<file path="config.mk">
export PLATFORM = sky130hd
export DESIGN_NAME = rtcw_serial_slave
export DESIGN_NICKNAME = d
export VERILOG_FILES = /design/src/rtcw_pkg.sv /design/src/rtcw_serial_slave.sv
export SDC_FILE = /design/constraint.sdc
export NUM_CORES = 1
export LEC_CHECK = 0
export ABC_AREA = 1
export BUFFER_PORTS_ARGS = -buffer_cell sky130_fd_sc_hd__clkbuf_2
export CORE_MARGIN = 5
export CORE_UTILIZATION = 67
export CTS_BUF_LIST = sky130_fd_sc_hd__clkbuf_16
export CTS_CLUSTER_SIZE = 20
export DETAILED_ROUTE_END_ITERATION = 8
export HOLD_SLACK_MARGIN = 0.02
export PLACE_DENSITY = 0.85
export SLEW_MARGIN = 20
export SYNTH_ARGS = -nofsm -noshare
export SYNTH_HDL_FRONTEND = slang
export SYNTH_SLANG_ARGS = --single-unit
</file>
<file path="constraint.sdc">
create_clock -name sys_clk -period 20.7 [get_ports sys_clk]
set_input_delay 4.14 -clock sys_clk [delete_from_list [all_inputs] [get_ports sys_clk]]
set_output_delay 4.14 -clock sys_clk [all_outputs]
set_load 0.05 [all_outputs]
</file>
<file path="src/rtcw_pkg.sv">
package rtcw_pkg;
  // slave address decode
  localparam logic [3:0] ID_ARRAY = 4'hA;
  localparam logic [3:0] ID_CCR = 4'hD;
  localparam logic [2:0] DEV_SELECT = 3'h7;
  // control/clock area layout
  localparam logic [15:0] STATUS_ADDR = 16'h003F;
  localparam logic [15:0] CCR_LIMIT = 16'h003F;
  // status register command values
  localparam logic [7:0] SR_SET_WEL = 8'h02;
  localparam logic [7:0] SR_SET_REGISTER_WRITE_ENABLE_LATCH = 8'h06;
  localparam logic [7:0] SR_CLEAR = 8'h00;
  // page geometry
  localparam logic [5:0] ARRAY_PAGE_MASK = 6'h3F;
  localparam logic [5:0] CCR_PAGE_MASK = 6'h07;
  localparam logic [6:0] ARRAY_PAGE_BYTES = 7'h40;
  localparam logic [6:0] CCR_PAGE_BYTES = 7'h08;
  // block protect ranges, indexed by the protect code
  localparam logic [10:0] BP_LO [8] = '{11'h000, 11'h600, 11'h400, 11'h000,
                                        11'h000, 11'h000, 11'h000, 11'h000};
  localparam logic [10:0] BP_HI [8] = '{11'h000, 11'h7FF, 11'h7FF, 11'h7FF,
                                        11'h03F, 11'h07F, 11'h0FF, 11'h1FF};
  // timing
  localparam int unsigned SYS_CLK_HZ = 10_000_000;
  localparam int unsigned NV_WRITE_TIME_MS = 10;
  localparam int unsigned NV_WRITE_CYC = SYS_CLK_HZ / 1000 * NV_WRITE_TIME_MS;
  localparam int unsigned OSC_HZ = 32768;
  localparam int unsigned IRQ_PULSE_OSC_CYC = 1024;
  localparam longint unsigned IRQ_PULSE_CYC_L =
    longint'(IRQ_PULSE_OSC_CYC) * longint'(SYS_CLK_HZ) / longint'(OSC_HZ);
  localparam int unsigned IRQ_PULSE_CYC = int'(IRQ_PULSE_CYC_L);
  // register offsets
  localparam logic [7:0] REG_CTRL = 8'h00;
  localparam logic [7:0] REG_STATUS = 8'h04;
  localparam logic [7:0] REG_NVCOUNT = 8'h08;
  // control fields
  localparam int CT_IM = 0;
  localparam int CT_ALARM0_IRQ_ENABLE = 1;
  localparam int CT_ALARM1_IRQ_ENABLE = 2;
  localparam int CT_BP_LSB = 4;
  localparam logic [7:0] CTRL_RESET = 8'h00;
  // status fields
  localparam int ST_WEL = 0;
  localparam int ST_REGISTER_WRITE_ENABLE_LATCH = 1;
  localparam int ST_BUSY = 2;
  localparam int ST_AL0 = 5;
  localparam int ST_AL1 = 6;
  // bus responses
  localparam logic [1:0] RESP_OKAY = 2'h0;
  localparam logic [1:0] RESP_SLVERR = 2'h2;
  // serial byte phase
  typedef enum logic [1:0] {PH_IDLE, PH_RX, PH_ACK, PH_TX} rtcw_phase_e;
endpackage

</file>
<file path="src/rtcw_serial_slave.sv">
// Decided for this implementation: the AXI4-Lite register port and the register addresses.
`timescale 1ns/1ps
module rtcw_serial_slave #(
  parameter int unsigned NV_WRITE_CYC = rtcw_pkg::NV_WRITE_CYC,
  parameter int unsigned IRQ_PULSE_CYC = rtcw_pkg::IRQ_PULSE_CYC
) (
  input wire logic sys_clk,
  input wire logic rst,
  input wire logic scl_i,
  input wire logic sda_i,
  output logic sda_o,
  output logic sda_oe_n,
  output logic irq_n,
  input wire logic alarm0_match,
  input wire logic alarm1_match,
  output logic nv_wr_valid,
  output logic nv_wr_ccr,
  output logic [15:0] nv_wr_addr,
  output logic [7:0] nv_wr_data,
  input wire logic [7:0] s_axi_awaddr,
  input wire logic s_axi_awvalid,
  output logic s_axi_awready,
  input wire logic [31:0] s_axi_wdata,
  input wire logic [3:0] s_axi_wstrb,
  input wire logic s_axi_wvalid,
  output logic s_axi_wready,
  output logic [1:0] s_axi_bresp,
  output logic s_axi_bvalid,
  input wire logic s_axi_bready,
  input wire logic [7:0] s_axi_araddr,
  input wire logic s_axi_arvalid,
  output logic s_axi_arready,
  output logic [31:0] s_axi_rdata,
  output logic [1:0] s_axi_rresp,
  output logic s_axi_rvalid,
  input wire logic s_axi_rready
);

  // the stream of a full page must fit inside the busy period
  if (NV_WRITE_CYC < 65) begin : g_bad_nv
    $error("nv write cycle too short for a page");
  end
  if (IRQ_PULSE_CYC < 1) begin : g_bad_pulse
    $error("irq pulse must last at least one cycle");
  end

  logic [1:0] scl_sync_q; // [0] is the metastable stage
  logic [1:0] sda_sync_q;
  logic scl_q; // previous synchronised levels
  logic sda_q;
  logic scl_s;
  logic sda_s;
  rtcw_pkg::rtcw_phase_e phase_q;
  logic [3:0] bitcnt_q;
  logic [7:0] shift_q;
  logic [1:0] byte_idx_q; // 0 slave, 1 addr high, 2 addr low, 3 data
  logic is_ccr_q;
  logic is_read_q;
  logic sess_q; // addressed write in progress
  logic [15:0] addr_q;
  logic [5:0] off_q;
  logic [5:0] start_off_q;
  logic [6:0] data_cnt_q;
  logic [7:0] first_byte_q;
  logic ack_q;
  logic ack_half_q;
  logic sda_drive_q;
  logic wel_q;
  logic register_write_enable_latch_q;
  logic busy_q;
  logic [31:0] busy_cnt_q;
  logic [6:0] si_q;
  logic [6:0] nv_len_q;
  logic nv_ccr_q;
  logic [15:0] nv_base_q;
  logic [5:0] nv_soff_q;
  logic [5:0] nv_mask_q;
  logic nv_wr_valid_q;
  logic [15:0] nv_wr_addr_q;
  logic [7:0] nv_wr_data_q;
  logic [31:0] nv_count_q;
  logic [7:0] buf_q [64]; // page load buffer
  logic [7:0] ctrl_q;
  logic alarm0_flag_q;
  logic alarm1_flag_q;
  logic [31:0] pulse_cnt_q;
  logic irq_n_q;
  logic aw_full_q;
  logic w_full_q;
  logic [7:0] awaddr_q;
  logic [31:0] wdata_q;
  logic [3:0] wstrb_q;
  logic awready_q;
  logic wready_q;
  logic bvalid_q;
  logic [1:0] bresp_q;
  logic arready_q;
  logic rvalid_q;
  logic [31:0] rdata_q;
  logic [1:0] rresp_q;

  // input synchronisers and edge history
  always_ff @(posedge sys_clk or posedge rst)
  begin
    if (rst)
    begin
      scl_sync_q <= 2'h3;
      sda_sync_q <= 2'h3;
      scl_q <= 1'b1;
      sda_q <= 1'b1;
    end
    else
    begin
      scl_sync_q <= {scl_sync_q[0], scl_i};
      sda_sync_q <= {sda_sync_q[0], sda_i};
      scl_q <= scl_sync_q[1];
      sda_q <= sda_sync_q[1];
    end
  end

  assign scl_s = scl_sync_q[1];
  assign sda_s = sda_sync_q[1];

  // bus events; all of them are deaf while the nv cycle runs
  logic start_ev;
  logic stop_ev;
  logic scl_rise;
  logic scl_fall;
  assign start_ev = !busy_q && scl_s && scl_q && sda_q && !sda_s;
  assign stop_ev = !busy_q && scl_s && scl_q && !sda_q && sda_s;
  assign scl_rise = !busy_q && !start_ev && !stop_ev && scl_s && !scl_q;
  assign scl_fall = !busy_q && !scl_s && scl_q;

  // decode helpers for the byte being completed
  logic [7:0] rx_byte;
  logic byte_done;
  logic id_ok;
  logic to_status;
  logic data_ack;
  logic [5:0] page_mask;
  logic [6:0] page_bytes;
  logic commit_ok;
  logic prot;
  logic nv_start;
  logic sr_commit;
  logic nv_last;
  logic [5:0] slot;
  logic [15:0] wa;
  assign rx_byte = {shift_q[6:0], sda_s};
  assign byte_done = phase_q == rtcw_pkg::PH_RX && scl_rise && bitcnt_q == 4'h7;
  assign id_ok = rx_byte[3:1] == rtcw_pkg::DEV_SELECT &&
    (rx_byte[7:4] == rtcw_pkg::ID_ARRAY || rx_byte[7:4] == rtcw_pkg::ID_CCR);
  assign to_status = is_ccr_q && addr_q == rtcw_pkg::STATUS_ADDR;
  // status takes exactly one byte; control needs both latches
  assign data_ack = to_status ? (data_cnt_q == 7'h00) :
    (wel_q && (!is_ccr_q || register_write_enable_latch_q));
  assign page_mask = is_ccr_q ? rtcw_pkg::CCR_PAGE_MASK : rtcw_pkg::ARRAY_PAGE_MASK;
  assign page_bytes = is_ccr_q ? rtcw_pkg::CCR_PAGE_BYTES : rtcw_pkg::ARRAY_PAGE_BYTES;
  // a stop only commits at a byte boundary after at least one acked byte;
  // it lands in the high half of the next byte's first clock, which was sampled
  assign commit_ok = stop_ev && sess_q && data_cnt_q != 7'h00 &&
    ((phase_q == rtcw_pkg::PH_RX && bitcnt_q <= 4'h1) ||
     phase_q == rtcw_pkg::PH_IDLE);
  assign prot = ctrl_q[rtcw_pkg::CT_BP_LSB +: 3] != 3'h0 &&
    addr_q[10:0] >= rtcw_pkg::BP_LO[ctrl_q[rtcw_pkg::CT_BP_LSB +: 3]] &&
    addr_q[10:0] <= rtcw_pkg::BP_HI[ctrl_q[rtcw_pkg::CT_BP_LSB +: 3]];
  assign nv_start = commit_ok && !to_status && (is_ccr_q || !prot);
  assign sr_commit = commit_ok && to_status;
  assign nv_last = busy_q && busy_cnt_q == 32'(NV_WRITE_CYC - 1);
  assign slot = 6'(nv_soff_q + si_q[5:0]) & nv_mask_q;
  assign wa = nv_base_q | {10'h000, slot};

  // serial byte engine: receive, acknowledge, transmit
  always_ff @(posedge sys_clk or posedge rst)
  begin
    if (rst)
    begin
      phase_q <= rtcw_pkg::PH_IDLE;
      bitcnt_q <= 4'h0;
      shift_q <= 8'h00;
      byte_idx_q <= 2'h0;
      is_ccr_q <= 1'b0;
      is_read_q <= 1'b0;
      sess_q <= 1'b0;
      addr_q <= 16'h0000;
      off_q <= 6'h00;
      start_off_q <= 6'h00;
      data_cnt_q <= 7'h00;
      first_byte_q <= 8'h00;
      ack_q <= 1'b0;
      ack_half_q <= 1'b0;
      sda_drive_q <= 1'b0;
    end
    else if (busy_q)
    begin
      // inputs disabled, line released until the nv cycle ends
      phase_q <= rtcw_pkg::PH_IDLE;
      sess_q <= 1'b0;
      sda_drive_q <= 1'b0;
    end
    else if (start_ev)
    begin
      // a start mid-write abandons the load; latches are left alone
      phase_q <= rtcw_pkg::PH_RX;
      bitcnt_q <= 4'h0;
      byte_idx_q <= 2'h0;
      sess_q <= 1'b0;
      data_cnt_q <= 7'h00;
      sda_drive_q <= 1'b0;
    end
    else if (stop_ev)
    begin
      phase_q <= rtcw_pkg::PH_IDLE;
      sess_q <= 1'b0;
      sda_drive_q <= 1'b0;
    end
    else
    begin
      case (phase_q)
        rtcw_pkg::PH_RX:
        begin
          if (scl_rise)
          begin
            shift_q <= rx_byte;
            bitcnt_q <= 4'(bitcnt_q + 4'h1);
            if (bitcnt_q == 4'h7)
            begin
              phase_q <= rtcw_pkg::PH_ACK;
              ack_half_q <= 1'b0;
              bitcnt_q <= 4'h0;
              if (byte_idx_q != 2'h3)
              begin
                byte_idx_q <= 2'(byte_idx_q + 2'h1);
              end
              case (byte_idx_q)
                2'h0:
                begin
                  ack_q <= id_ok;
                  is_ccr_q <= rx_byte[7:4] == rtcw_pkg::ID_CCR;
                  is_read_q <= rx_byte[0];
                  sess_q <= id_ok && !rx_byte[0];
                end
                2'h1:
                begin
                  ack_q <= 1'b1;
                  addr_q[15:8] <= rx_byte;
                end
                2'h2:
                begin
                  ack_q <= 1'b1;
                  addr_q[7:0] <= rx_byte;
                  off_q <= rx_byte[5:0] & page_mask;
                  start_off_q <= rx_byte[5:0] & page_mask;
                end
                default:
                begin
                  ack_q <= data_ack;
                  if (data_ack)
                  begin
                    // advance and wrap inside the page
                    off_q <= 6'(off_q + 6'h01) & page_mask;
                    if (data_cnt_q == 7'h00)
                    begin
                      first_byte_q <= rx_byte;
                    end
                    // past a page the count saturates: older bytes are overwritten
                    if (data_cnt_q != page_bytes)
                    begin
                      data_cnt_q <= 7'(data_cnt_q + 7'h01);
                    end
                  end
                end
              endcase
            end
          end
        end
        rtcw_pkg::PH_ACK:
        begin
          if (scl_fall)
          begin
            if (!ack_half_q)
            begin
              // drive low across the ninth clock
              sda_drive_q <= ack_q;
              ack_half_q <= 1'b1;
              if (!ack_q)
              begin
                phase_q <= rtcw_pkg::PH_IDLE;
              end
            end
            else
            begin
              sda_drive_q <= 1'b0;
              bitcnt_q <= 4'h0;
              phase_q <= is_read_q ? rtcw_pkg::PH_TX : rtcw_pkg::PH_RX;
            end
          end
        end
        rtcw_pkg::PH_TX:
        begin
          // read data lies outside this block: line stays released,
          // and the latch state is never touched here
          if (scl_rise)
          begin
            if (bitcnt_q == 4'h8)
            begin
              bitcnt_q <= 4'h0;
              if (sda_s)
              begin
                phase_q <= rtcw_pkg::PH_IDLE;
              end
            end
            else
            begin
              bitcnt_q <= 4'(bitcnt_q + 4'h1);
            end
          end
        end
        default:
        begin
          phase_q <= rtcw_pkg::PH_IDLE;
        end
      endcase
    end
  end

  // page buffer; no reset, contents only matter once loaded
  always_ff @(posedge sys_clk)
  begin
    if (byte_done && byte_idx_q == 2'h3 && data_ack)
    begin
      buf_q[off_q] <= rx_byte;
    end
  end

  // write enable latches
  always_ff @(posedge sys_clk or posedge rst)
  begin
    if (rst)
    begin
      wel_q <= 1'b0;
      register_write_enable_latch_q <= 1'b0;
    end
    else if (sr_commit)
    begin
      case (first_byte_q)
        rtcw_pkg::SR_SET_WEL: wel_q <= 1'b1;
        rtcw_pkg::SR_SET_REGISTER_WRITE_ENABLE_LATCH:
        begin
          // the register latch only arms once the plain latch is set
          wel_q <= 1'b1;
          register_write_enable_latch_q <= register_write_enable_latch_q | wel_q;
        end
        rtcw_pkg::SR_CLEAR:
        begin
          wel_q <= 1'b0;
          register_write_enable_latch_q <= 1'b0;
        end
        default: ;
      endcase
    end
    else if (nv_last && nv_ccr_q)
    begin
      register_write_enable_latch_q <= 1'b0;
    end
  end

  // nv write cycle: stream the page out, then hold busy to the full time
  always_ff @(posedge sys_clk or posedge rst)
  begin
    if (rst)
    begin
      busy_q <= 1'b0;
      busy_cnt_q <= 32'h0000_0000;
      si_q <= 7'h00;
      nv_len_q <= 7'h00;
      nv_ccr_q <= 1'b0;
      nv_base_q <= 16'h0000;
      nv_soff_q <= 6'h00;
      nv_mask_q <= 6'h00;
      nv_wr_valid_q <= 1'b0;
      nv_wr_addr_q <= 16'h0000;
      nv_wr_data_q <= 8'h00;
      nv_count_q <= 32'h0000_0000;
    end
    else if (nv_start)
    begin
      busy_q <= 1'b1;
      busy_cnt_q <= 32'h0000_0000;
      si_q <= 7'h00;
      nv_len_q <= data_cnt_q;
      nv_ccr_q <= is_ccr_q;
      nv_base_q <= addr_q & ~{10'h000, page_mask};
      nv_soff_q <= start_off_q;
      nv_mask_q <= page_mask;
    end
    else if (busy_q)
    begin
      busy_cnt_q <= 32'(busy_cnt_q + 32'h1);
      nv_wr_valid_q <= 1'b0;
      if (si_q != nv_len_q)
      begin
        si_q <= 7'(si_q + 7'h01);
        // bytes to undefined control locations are dropped
        nv_wr_valid_q <= !nv_ccr_q || wa < rtcw_pkg::CCR_LIMIT;
        nv_wr_addr_q <= wa;
        nv_wr_data_q <= buf_q[slot];
      end
      if (nv_last)
      begin
        busy_q <= 1'b0;
        nv_count_q <= 32'(nv_count_q + 32'h1);
      end
    end
  end

  // alarm flags and interrupt pin; a match wins over a clear
  logic clr_al0;
  logic clr_al1;
  always_ff @(posedge sys_clk or posedge rst)
  begin
    if (rst)
    begin
      alarm0_flag_q <= 1'b0;
      alarm1_flag_q <= 1'b0;
      pulse_cnt_q <= 32'h0000_0000;
      irq_n_q <= 1'b1;
    end
    else
    begin
      // alarm0 flag is unused in pulsed mode
      alarm0_flag_q <= (alarm0_match && !ctrl_q[rtcw_pkg::CT_IM]) ||
        (alarm0_flag_q && !clr_al0);
      alarm1_flag_q <= alarm1_match || (alarm1_flag_q && !clr_al1);
      if (ctrl_q[rtcw_pkg::CT_IM] && alarm0_match)
      begin
        pulse_cnt_q <= 32'(IRQ_PULSE_CYC - 1);
      end
      else if (pulse_cnt_q != 32'h0000_0000)
      begin
        pulse_cnt_q <= 32'(pulse_cnt_q - 32'h1);
      end
      if (ctrl_q[rtcw_pkg::CT_IM])
      begin
        // enables are ignored; a retrigger restarts the pulse
        irq_n_q <= !(alarm0_match || pulse_cnt_q != 32'h0000_0000);
      end
      else
      begin
        irq_n_q <= !((alarm0_flag_q && ctrl_q[rtcw_pkg::CT_ALARM0_IRQ_ENABLE]) ||
          (alarm1_flag_q && ctrl_q[rtcw_pkg::CT_ALARM1_IRQ_ENABLE]));
      end
    end
  end

  // axi4-lite write channel: address and data in any order
  logic wr_go;
  logic wr_ctrl;
  logic wr_status;
  assign wr_go = aw_full_q && w_full_q && !bvalid_q;
  assign wr_ctrl = wr_go && {awaddr_q[7:2], 2'h0} == rtcw_pkg::REG_CTRL;
  assign wr_status = wr_go && {awaddr_q[7:2], 2'h0} == rtcw_pkg::REG_STATUS;
  assign clr_al0 = wr_status && wstrb_q[0] && wdata_q[rtcw_pkg::ST_AL0];
  assign clr_al1 = wr_status && wstrb_q[0] && wdata_q[rtcw_pkg::ST_AL1];
  always_ff @(posedge sys_clk or posedge rst)
  begin
    if (rst)
    begin
      aw_full_q <= 1'b0;
      w_full_q <= 1'b0;
      awaddr_q <= 8'h00;
      wdata_q <= 32'h0000_0000;
      wstrb_q <= 4'h0;
      awready_q <= 1'b1;
      wready_q <= 1'b1;
      bvalid_q <= 1'b0;
      bresp_q <= rtcw_pkg::RESP_OKAY;
      ctrl_q <= rtcw_pkg::CTRL_RESET;
    end
    else
    begin
      if (s_axi_awvalid && awready_q)
      begin
        aw_full_q <= 1'b1;
        awaddr_q <= s_axi_awaddr;
        awready_q <= 1'b0;
      end
      if (s_axi_wvalid && wready_q)
      begin
        w_full_q <= 1'b1;
        wdata_q <= s_axi_wdata;
        wstrb_q <= s_axi_wstrb;
        wready_q <= 1'b0;
      end
      if (wr_go)
      begin
        bvalid_q <= 1'b1;
        bresp_q <= (wr_ctrl || wr_status) ? rtcw_pkg::RESP_OKAY : rtcw_pkg::RESP_SLVERR;
        if (wr_ctrl && wstrb_q[0])
        begin
          ctrl_q <= wdata_q[7:0];
        end
      end
      if (bvalid_q && s_axi_bready)
      begin
        bvalid_q <= 1'b0;
        aw_full_q <= 1'b0;
        w_full_q <= 1'b0;
        awready_q <= 1'b1;
        wready_q <= 1'b1;
      end
    end
  end

  // axi4-lite read channel
  always_ff @(posedge sys_clk or posedge rst)
  begin
    if (rst)
    begin
      arready_q <= 1'b1;
      rvalid_q <= 1'b0;
      rdata_q <= 32'h0000_0000;
      rresp_q <= rtcw_pkg::RESP_OKAY;
    end
    else if (s_axi_arvalid && arready_q)
    begin
      arready_q <= 1'b0;
      rvalid_q <= 1'b1;
      rresp_q <= rtcw_pkg::RESP_OKAY;
      rdata_q <= 32'h0000_0000;
      case ({s_axi_araddr[7:2], 2'h0})
        rtcw_pkg::REG_CTRL: rdata_q <= {24'h000000, ctrl_q};
        rtcw_pkg::REG_STATUS:
        begin
          rdata_q[rtcw_pkg::ST_WEL] <= wel_q;
          rdata_q[rtcw_pkg::ST_REGISTER_WRITE_ENABLE_LATCH] <= register_write_enable_latch_q;
          rdata_q[rtcw_pkg::ST_BUSY] <= busy_q;
          rdata_q[rtcw_pkg::ST_AL0] <= alarm0_flag_q;
          rdata_q[rtcw_pkg::ST_AL1] <= alarm1_flag_q;
        end
        rtcw_pkg::REG_NVCOUNT: rdata_q <= nv_count_q;
        default: rresp_q <= rtcw_pkg::RESP_SLVERR;
      endcase
    end
    else if (rvalid_q && s_axi_rready)
    begin
      rvalid_q <= 1'b0;
      arready_q <= 1'b1;
    end
  end

  // open drain: only ever pulls low
  assign sda_o = 1'b0;
  assign sda_oe_n = !sda_drive_q;
  assign irq_n = irq_n_q;
  assign nv_wr_valid = nv_wr_valid_q;
  assign nv_wr_ccr = nv_ccr_q;
  assign nv_wr_addr = nv_wr_addr_q;
  assign nv_wr_data = nv_wr_data_q;
  assign s_axi_awready = awready_q;
  assign s_axi_wready = wready_q;
  assign s_axi_bvalid = bvalid_q;
  assign s_axi_bresp = bresp_q;
  assign s_axi_arready = arready_q;
  assign s_axi_rvalid = rvalid_q;
  assign s_axi_rdata = rdata_q;
  assign s_axi_rresp = rresp_q;

endmodule // rtcw_serial_slave

</file>
; ---- Yosys cells after proc, flatten, opt, wreduce, memory -nomap -nowiden
; Memories as Yosys holds them, arrays and structs flattened. A register that Yosys moved wholly into a read port is not among the register bits.
; Cells that the tools add are included.
[totals]
register_bits = 300
ramBits = 512
romBits = 176
elab_cells = 358
n_memories = 3
[op_classes]
n_addsub = 9
n_lt_le_gt_ge = 5
n_eq_ne = 38
mux = 101
n_bitwise = 14
reduce_logical = 137
[memory_table]
columns = memory, depth, width, read_ports, rd_ports_with_merged_regs, write_ports, line
row1 = buf_q, 64, 8, 1, 1, 1, rtcw_serial_slave.sv:82  ; logic [7:0] buf_q [64];
row2 = (name not given), 8, 11, 1, 0, 0, rtcw_serial_slave.sv:166  ; addr_q[10:0] <= rtcw_pkg::BP_HI[ctrl_q[rtcw_pkg::CT_BP_LSB +: 3]];
row3 = (name not given), 8, 11, 1, 0, 0, rtcw_serial_slave.sv:165  ; addr_q[10:0] >= rtcw_pkg::BP_LO[ctrl_q[rtcw_pkg::CT_BP_LSB +: 3]] &&
[ops]
columns = cell, count
row1 = $mux W32, 4
row2 = $mux W7, 12
row3 = $add A32 B1 Y32 const B, 2
row4 = $logic_and A1 B1 Y1, 50
row5 = $pmux W25 S2, 1
row6 = $mux W11, 4
row7 = $reduce_and A7 Y1, 6
row8 = $mux W1, 40
row9 = $mux W2, 20
row10 = $reduce_bool A2 Y1, 17
row11 = $eq A32 B17 Y1 const B, 1
row12 = $mux W4, 8
row13 = $reduce_bool A32 Y1, 1
row14 = $sub A32 B1 Y32 const B, 1
row15 = $reduce_bool A4 Y1, 7
row16 = $ne A5 B5 Y1 const B, 5
row17 = $and A6 B6 Y6, 3
row18 = $logic_not A1 Y1, 18
row19 = $and A16 B16 Y16, 1
row20 = $eq A16 B6 Y1 const B, 1
row21 = $lt A16 B6 Y1 const B, 1
row22 = $not A6 Y16, 1
row23 = $or A16 B6 Y16, 1
row24 = $reduce_and A8 Y1, 2
row25 = 50 further kinds, 97

; ---- Depth between registers and ports, before layout
; Gate-level depths: netlist of the first run.
[logic_depth]
word_depth = 16
mapped_depth = 17
depth_no_buf = 15

; ---- Least setup slack after synthesis of the first run
; OpenSTA, ideal clock, no wires.
[synth_timing]
path_kind = input to register
from = input s_axi_araddr[5]
to = register rdata_q[6] (netlist: s_axi_rdata[6])
setup_time_ns = 0.083
arrival_ns = 5.085
setup_slack_ns = 15.532
stages = 8
path_buffers = 1
cell_sequence = nor2_1 nand3b_1 nor2_1 inv_1 clkbuf_1 o22ai_1 a21oi_1 o21ai_0
[synth_via]
elab_chain_cells = 2
[synth_lines]
columns = item, line
row1 = start: declaration, rtcw_serial_slave.sv:30  ; input wire logic [7:0] s_axi_araddr,
row2 = $eq A6 B2 Y1 (tied with other cells), rtcw_serial_slave.sv:531  ; case ({s_axi_araddr[7:2], 2'h0})
row3 = $pmux W2 S3 *, rtcw_serial_slave.sv:531
row4 = end signal: assignment, rtcw_serial_slave.sv:532  ; rtcw_pkg::REG_CTRL: rdata_q <= {24'h000000, ctrl_q};
row5 = end signal: indexed assignment, rtcw_serial_slave.sv:535  ; rdata_q[rtcw_pkg::ST_WEL] <= wel_q;
row6 = end signal: indexed assignment, rtcw_serial_slave.sv:536  ; rdata_q[rtcw_pkg::ST_REGISTER_WRITE_ENABLE_LATCH] <= register_write_enable_latch_q;
row7 = end: declaration, rtcw_serial_slave.sv:99  ; logic [31:0] rdata_q;
; Every way passes the cells marked *; elsewhere a longest branch is shown, timed or not.
; A chain may end at the register's enable or synchronous reset.

; ---- Worst setup path after layout of the first run
[layout_timing]
from = input s_axi_araddr[7]
to = register rdata_q[6] (netlist: s_axi_rdata[6])
; Same word-level chain as after synthesis.

==> impl_results.md, run 1 <==
* Post-layout min period at 5.69 ns
* Hold Violations, Final at 0
* Filler cell count at 3739
* Psw at roughly 960 µW
* Cts hold-fix bufs at 0
* Clock buffer depth at 3
* Largest net degree at the start of global routing at 134
* Cell breakdown of the critical path: clkbuf_2 > nor2_1 > nand3b_1 > nor2_1 > inv_1 > o22ai_1 > a21oi_1 > o21ai_0
* Fmax achieved at 176 MHz
* CTS root buffer: clkbuf_16
* Area Overhead vs Synth at 8.84%
* Post_cts resized at 0
* Diode count at 0
* Die footprint at 61400 µm²
* Worst-path maximum fanout at 20
* RSZ-0062 raised after global routing: no
* Starting Density at between 60% and 70%
* Detailed-route via count at 28900
* Setup CP Type: in2reg
* Slew Limit Fails at 0
* Crit-path most repeated cell: nor2_1
* Hold Startpoint: sda_sync_q[0]$_DFF_PP1_
* Reg clk slew, reported paths at about 0.06 ns
* Total Routed Length at between 90 and 100 mm
* Routed Antenna Nets at 0
* Setup violations, final at 0
* Worst r2r src: si_q[0]$_DFFE_PP0P_
* Hold crit path type: reg2reg
* Max incr delay on CP at ~0.65 ns
* Skew-Pair Late Insertion Delay at 0.63 ns
* Tcrit/Tclk final at 27.5%
* CP Data Arrival Time at 6.23 ns
* DIE HEIGHT at 248 µm
* Crit-path slowest cell: nor2_1
* Sequential Area at 22800 µm²
* Routed WL per cell at ~18 µm
* CTS tree: yes
* Post-route setup slack at 15.01 ns
* CTS buffer count at 80
* Async set-reset flop share out of synthesis at 36.5%
* Port bufs at slightly below 100
* Fin nets at 4293
* Initial antenna violation count at 0
* DPL Wire Length at 56.2 mm
* Rows at 87
* Primary FF master, synth: edfxtp_1
* FF+latch count, synth at 806
* CP Launch Point: s_axi_araddr[7]
* Routability cong. at ~0.96
* Max IR drop VDD at a little over 0.08 mV
* Final core occ at 73.4%
* TNS Setup at 0 ns
* Cell area after synthesis at between 30000 and 40000 µm²
* Pre-antenna DRT Iters at 7
* Top-Level Pins at 133
* Maxcap violations at 0
* Worst Setup End Kind: flop
* Area of the multi-input gates at 12200 µm²
* Htree depth at 3
* Family with the most delay on the worst path: simple AND/OR/NAND/NOR gates
* Placed Instances at 4862
* Total Routing Usage GR at 29.9%
* Leading area contributor after synthesis: edfxtp_1
* Startpoint Class: input port
* Synth cell types at 58
* Initial DRC Count at 3369
* Combinational power share at 11.5%
* Commonest non-fill, non-tap cells in the layout: nand2_1 (1294), inv_1 (577), edfxtp_1 (512)
* Global route overflow at 0
* Post-CTS Setup Inserts at 0
* Vias per cell at 5.77
* Sequential share of the synthesized area at 60.0%
* Clk pwr share at 37.1%
* Pwr/cell area at 88.1 nW/µm²
* First-pass GRT wire length at ~140 mm
* Synth warn at 0
* Pre-CTS setup slack at between 10 and 15 ns
* Worst slew pin tran at approximately 1.0 ns
* Share of layout cells above drive strength 1 at between 7 and 8%
* Switching share of power at 26.4%
* DRC Markers at 0
* Critical Path RT at 21.24 ns
* Slew Limit Headroom at 30.7%
* Post-synthesis cell count at 4144
* Synth area leaders: edfxtp_1 (41%), dfrtp_1 (19%), nand2_1 (13%)
* Outcome: completed
* Final Skew at 0.0296 ns
* Commonest non-fill, non-tap cell in the layout: nand2_1
* CP Buf/Inv Count at 2
* Leakage power at 18.5 nW
* Mean Syn Cell Area at just over 9 µm²
* Sequential Power Share at roughly half
* Core area at 56200 µm²
* Cell internal pwr at 2.68 mW
* Die W at 248 µm
* Non-filler cells in the finished layout at 5009
* Clk sinks at 806
* Post-synth EDFFs at 512
* Vias in the first global route at roughly 28000
* Tot Pwr at between 3 and 4 mW
* Synth top area share at about two fifths
[Yosys cell counts (13+ instances only)]
| cell | number |
|---|---|
| nand2_1 | 1300 |
| inv_1 | 555 |
| edfxtp_1 | 512 |
| nand3_1 | 466 |
| dfrtp_1 | 284 |
| nor2_1 | 238 |
| o21ai_0 | 167 |
| buf_2 | 75 |
| clkbuf_1 | 57 |
| nor3_1 | 53 |
| xor2_1 | 53 |
| nand4_1 | 51 |
| ha_1 | 41 |
| a21oi_1 | 40 |
| o21ai_1 | 39 |
| buf_1 | 20 |
| o31ai_1 | 20 |
| nand3b_1 | 13 |
[kinds of logic (layout without fill, tap and decap cells)]
logic type               after synthesis  after routing  synth area share, %
AO/OA/AOI/OAI                        304            304                 4.42
XOR/XNOR                              65             65                 1.50
adder cells (fa/ha/maj)               42             42                 1.41
buffers and inverters                737            844                 7.78
flip-flops                           806            806                 60.0
other                                  1              3              0.00990
AND/OR/NAND/NOR                     2189           2189                 24.8
[registers in the layout, indices dropped and copies added (netlist names), 13 cells and up]
name         flops
addr_q          16
buf_q          512
busy_cnt_q      32
nv_base_q       13
nv_count_q      32
nv_wr_addr      16
pulse_cnt_q     32
s_axi_rdata     32
[worst paths after layout]
| check | end | slack, ns | cells past startpoint |
|---|---|---|---|
| worst max register to register | nv_wr_data[5]$_DFFE_PP0P_ | 15.38 | 14 |
| worst max-delay path | s_axi_rdata[6]$_DFFE_PP0P_ | 15.01 | 8 |
| min in group asynchronous | s_axi_rdata[18]$_DFFE_PP0P_ | 3.64 | 2 |
| worst min-delay path | sda_sync_q[1]$_DFF_PP1_ | 0.35 | 0 |
| worst min register to register | sda_sync_q[1]$_DFF_PP1_ | 0.35 | 0 |
| max in group asynchronous | nv_mask_q[2]$_DFFE_PP0N_ | 15.55 | 3 |
[per-stage QoR]
stage                     area [µm²]  hold WS (ns)
after detailed placement       38800         0.347
after CTS                      41200         0.356
after global placement         38800         0.346
final                          41200         0.354
after floorplan                37900         0.345
after global routing           41200         0.353
[final cells by class]
| type | instances | area share [%] |
|---|---|---|
| inverter | 571 | 5.24 |
| timing repair buffer | 126 | 1.70 |
| multi-input combinational | 2603 | 29.7 |
| clock inverter | 65 | 0.913 |
| sequential | 806 | 55.2 |
| clock buffer | 82 | 4.98 |
| tap | 756 | 2.29 |
[power by group through the flow]
stage	sequential [mW]	combinational (mW)	clock, mW
3_5_place_dp	1.90	0.413	0
5_1_grt	1.88	0.475	1.43
4_1_cts	1.87	0.417	1.36
3_3_place_gp	1.89	0.397	0
2_1_floorplan	1.92	0.271	0
6_report	1.87	0.418	1.35
[per-layer routing]
layer	vias to the layer above	global-route usage [%]	share of wire (%)
li1	13500	-	-
met2	1539	48.6	47
met5	-	0	0
met3	255	6.00	10
met1	13500	40.1	39
met4	0	12.4	3.9
Power figures use the tool's default switching activity.
==> inputs of run 2 (changes only) <==
--- a/config.mk
+++ b/config.mk
@@ -8,12 +8,12 @@
 export ABC_AREA = 1
 export BUFFER_PORTS_ARGS = -buffer_cell sky130_fd_sc_hd__clkbuf_2
 export CORE_MARGIN = 5
-export CORE_UTILIZATION = 67
+export CORE_UTILIZATION = 62
 export CTS_BUF_LIST = sky130_fd_sc_hd__clkbuf_16
 export CTS_CLUSTER_SIZE = 20
 export DETAILED_ROUTE_END_ITERATION = 8
 export HOLD_SLACK_MARGIN = 0.02
-export PLACE_DENSITY = 0.85
+export PLACE_DENSITY = 0.8
 export SLEW_MARGIN = 20
 export SYNTH_ARGS = -nofsm -noshare
 export SYNTH_HDL_FRONTEND = slang
==> constraint.sdc (replaced) <==
create_clock -name sys_clk -period 5.9 [get_ports sys_clk]
set_input_delay 1.18 -clock sys_clk [delete_from_list [all_inputs] [get_ports sys_clk]]
set_output_delay 1.18 -clock sys_clk [all_outputs]
set_load 0.05 [all_outputs]
==> impl_results.md, run 2 (synthesized netlist as in run 1, its figures left out) <==
* Reg clk slew, reported paths at 0.06 ns (about the same)
* Port bufs at 98 (unchanged)
* Post_cts resized at 0 (unchanged)
* Die footprint at 66100 µm² (+7.7%)
* Pwr/cell area at 317 nW/µm² (+260%)
* Skew-Pair Late Insertion Delay at 0.64 ns (about the same)
* Placed instance area at 38900 µm² (+0.24%)
* Vias per cell at 5.58 (-3.2%)
* Startpoint Class: flop
* Cts hold-fix bufs at 0 (unchanged)
* Top-Level Pins at 133 (unchanged)
* CP Buf/Inv Count at 3 (+1)
* Critical Path RT at 6.46 ns (-14.78 ns)
* CTS tree: yes
* Routed Antenna Nets at 0 (unchanged)
* Initial DRC Count at 2881 (-14%)
* DIE HEIGHT at 257 µm (+3.8%)
* Final core occ at 68.8% (-4.6 points)
* Maxcap violations at 0 (unchanged)
* Hold Violations, Final at 0 (unchanged)
* Total Routing Usage GR at 27.0% (-2.9 points)
* Area Overhead vs Synth at 9.77%
* Tot Pwr at 13.2 mW (+260%)
* Worst r2r src: si_q[0]$_DFFE_PP0P_
* Detailed-route via count at 28200 (-2.5%)
* RSZ-0062 raised after global routing: no
* Clk sinks at 806 (unchanged)
* Worst reg-to-reg path cell count at 14 (unchanged)
* Largest net degree at the start of global routing at 159 (+19%)
* Commonest non-fill, non-tap cell in the layout: nand2_1
* Pre-antenna DRT Iters at 6 (-1)
* Hold Path Stages at 0 (unchanged)
* Total Routed Length at 90.3 mm (-1.3%)
* Core area at 60500 µm² (+7.7%)
* Routed WL per cell at 17.9 µm (-2.0%)
* Final Skew at 0.0307 ns (+0.00108 ns)
* Family with the most delay on the worst path: simple AND/OR/NAND/NOR gates
* Cell breakdown of the critical path: ha_2 > inv_1 > fa_1 > inv_1 > nand2_4 > buf_4 > nand2_1 > nand2_1 > nand2_1 > nand3_1 > nand3_1 > nand3_1 > nand3_1 > nand2_1
* Starting Density at 62.6% (-4.8 points)
* Slew Limit Fails at 0 (unchanged)
* Vias in the first global route at 27400 (-1.8%)
* Rows at 90 (+3.4%)
* Max IR drop VDD at 0.258 mV (+220%)
* Clock buffer depth at 3 (unchanged)
* Htree depth at 3 (unchanged)
* Hold endpoint: sda_sync_q[1]$_DFF_PP1_
* Max reg flops at 512 (unchanged)
* Initial antenna violation count at 0 (unchanged)
* Hold Startpoint: sda_sync_q[0]$_DFF_PP1_
* DRC Markers at 0 (unchanged)
* Share of layout cells above drive strength 1 at 7.93% (+0.36 points)
* Outcome: completed
* Max incr delay on CP at 0.58 ns (-0.07 ns)
* Setup violations, final at 0 (unchanged)
* Hold crit path type: reg2reg
* R2r setup slk at 2.32 ns (-13.06 ns)
* Fin nets at 4298 (+0.12%)
* Routability cong. at 0.924 (-4.0%)
* First-pass GRT wire length at 144 mm (-0.42%)
* Fmax achieved at ~280 MHz
* Placed Instances at 4890 (+0.58%)
* Worst-path maximum fanout at 59 (+200%)
* CTS buffer count at 83 (+3.8%)
* Post-CTS Setup Inserts at 0 (unchanged)
* Final Instance Area at 41600 µm² (+0.85%)
* Global route overflow at 0 (unchanged)
* CTS root buffer: clkbuf_16
* Reg with most FFs: buf_q
* Post-layout min period at 3.58 ns
* Crit-path slowest cell: fa_1
* Die W at 257 µm (+3.8%)
* Worst slew pin tran at 0.988 ns (-0.0516 ns)
* TNS Setup at 0 ns (unchanged)
* Tcrit/Tclk final at between 60% and 70%
* Leakage power at 18.6 nW (+0.60%)
* Worst Setup End Kind: flop
* CP Data Arrival Time at 4.15 ns (-2.08 ns)
* Setup CP Type: reg2reg
* Slew Limit Headroom at 33.9% (+3.2 points)
* Non-filler cells in the finished layout at 5047 (+0.76%)
* Commonest non-fill, non-tap cells in the layout: nand2_1 (1294), inv_1 (569), edfxtp_1 (512)
* Worst r2r dst: nv_wr_data[2]$_DFFE_PP0P_
* DPL Wire Length at 55.9 mm (-0.53%)
==> run 2: changes by cell type in the layout (fill, tap and decap cells not counted) <==
cell and delta:
clkinv_1 +3, inv_2 +1, clkbuf_16 +4, clkinv_2 +1, diode_2 +1, buf_12 +4
inv_1 -8, buf_4 -2, clkinv_4 +1, inv_16 +1, bufinv_16 +4, inv_8 -1
clkinvlp_4 +3
==> run 2: metal layers <==
| layer | routed length, µm | global-route usage, % |
|---|---|---|
| met5 | 0 | 0 |
| met4 | 3110 | 9.96 |
| met3 | 7740 | 4.21 |
| met2 | 42900 | 44.2 |
| met1 | 36600 | 37.1 |
==> run 2: how the worst max path moves through the flow <==
stage	start	end	slack [ns]	cells after the start
5_1_grt	ctrl_q[4]$_DFFE_PP0P_	nv_soff_q[1]$_DFFE_PP0N_	2.02	15
3_3_place_gp	sda_sync_q[1]$_DFF_PP1_	nv_soff_q[1]$_DFFE_PP0N_	2.47	9
3_5_place_dp	sda_sync_q[1]$_DFF_PP1_	nv_base_q[15]$_DFFE_PP0N_	2.42	9
2_1_floorplan	rst	ack_half_q$_DFFE_PP0P_	0.83	1
6_report	si_q[0]$_DFFE_PP0P_	nv_wr_data[2]$_DFFE_PP0P_	2.32	14
4_1_cts	sda_sync_q[1]$_DFF_PP1_	nv_soff_q[1]$_DFFE_PP0N_	2.37	10
==> run 2: power breakdown <==
group          internal, mW  switching [mW]  total [mW]
Sequential             6.30           0.234        6.54
Combinational         0.433            1.04        1.47
Clock                  2.96            2.21        5.17
==> run 2: final cells by class <==
class | count | area, µm²
clock buffer | 86 | 2150
antenna | 1 | 2.50
multi-input combinational | 2603 | 12200
tap | 782 | 978
timing repair buffer | 128 | 766
inverter | 571 | 2160
fill | 4462 | 18900
sequential | 806 | 22800
clock inverter | 70 | 531
==> run 2: worst reg2reg max path: stages, from the launching register on <==
cell and delay [ns]:
dfrtp_1 0.47, ha_2 0.22, inv_1 0.05, fa_1 0.58, inv_1 0.10, nand2_4 0.53, buf_4 0.57, nand2_1 0.14
nand2_1 0.09, nand2_1 0.08, nand3_1 0.11, nand3_1 0.18, nand3_1 0.15, nand3_1 0.14, nand2_1 0.10
==> run 2: metrics by stage <==
step                hold slack [ns]  worst slack (ns)
finish                        0.355              2.32
detailed placement            0.348              2.42
CTS                           0.356              2.37
global placement              0.346              2.47
floorplan                     0.345             0.825
global route                  0.363              2.02
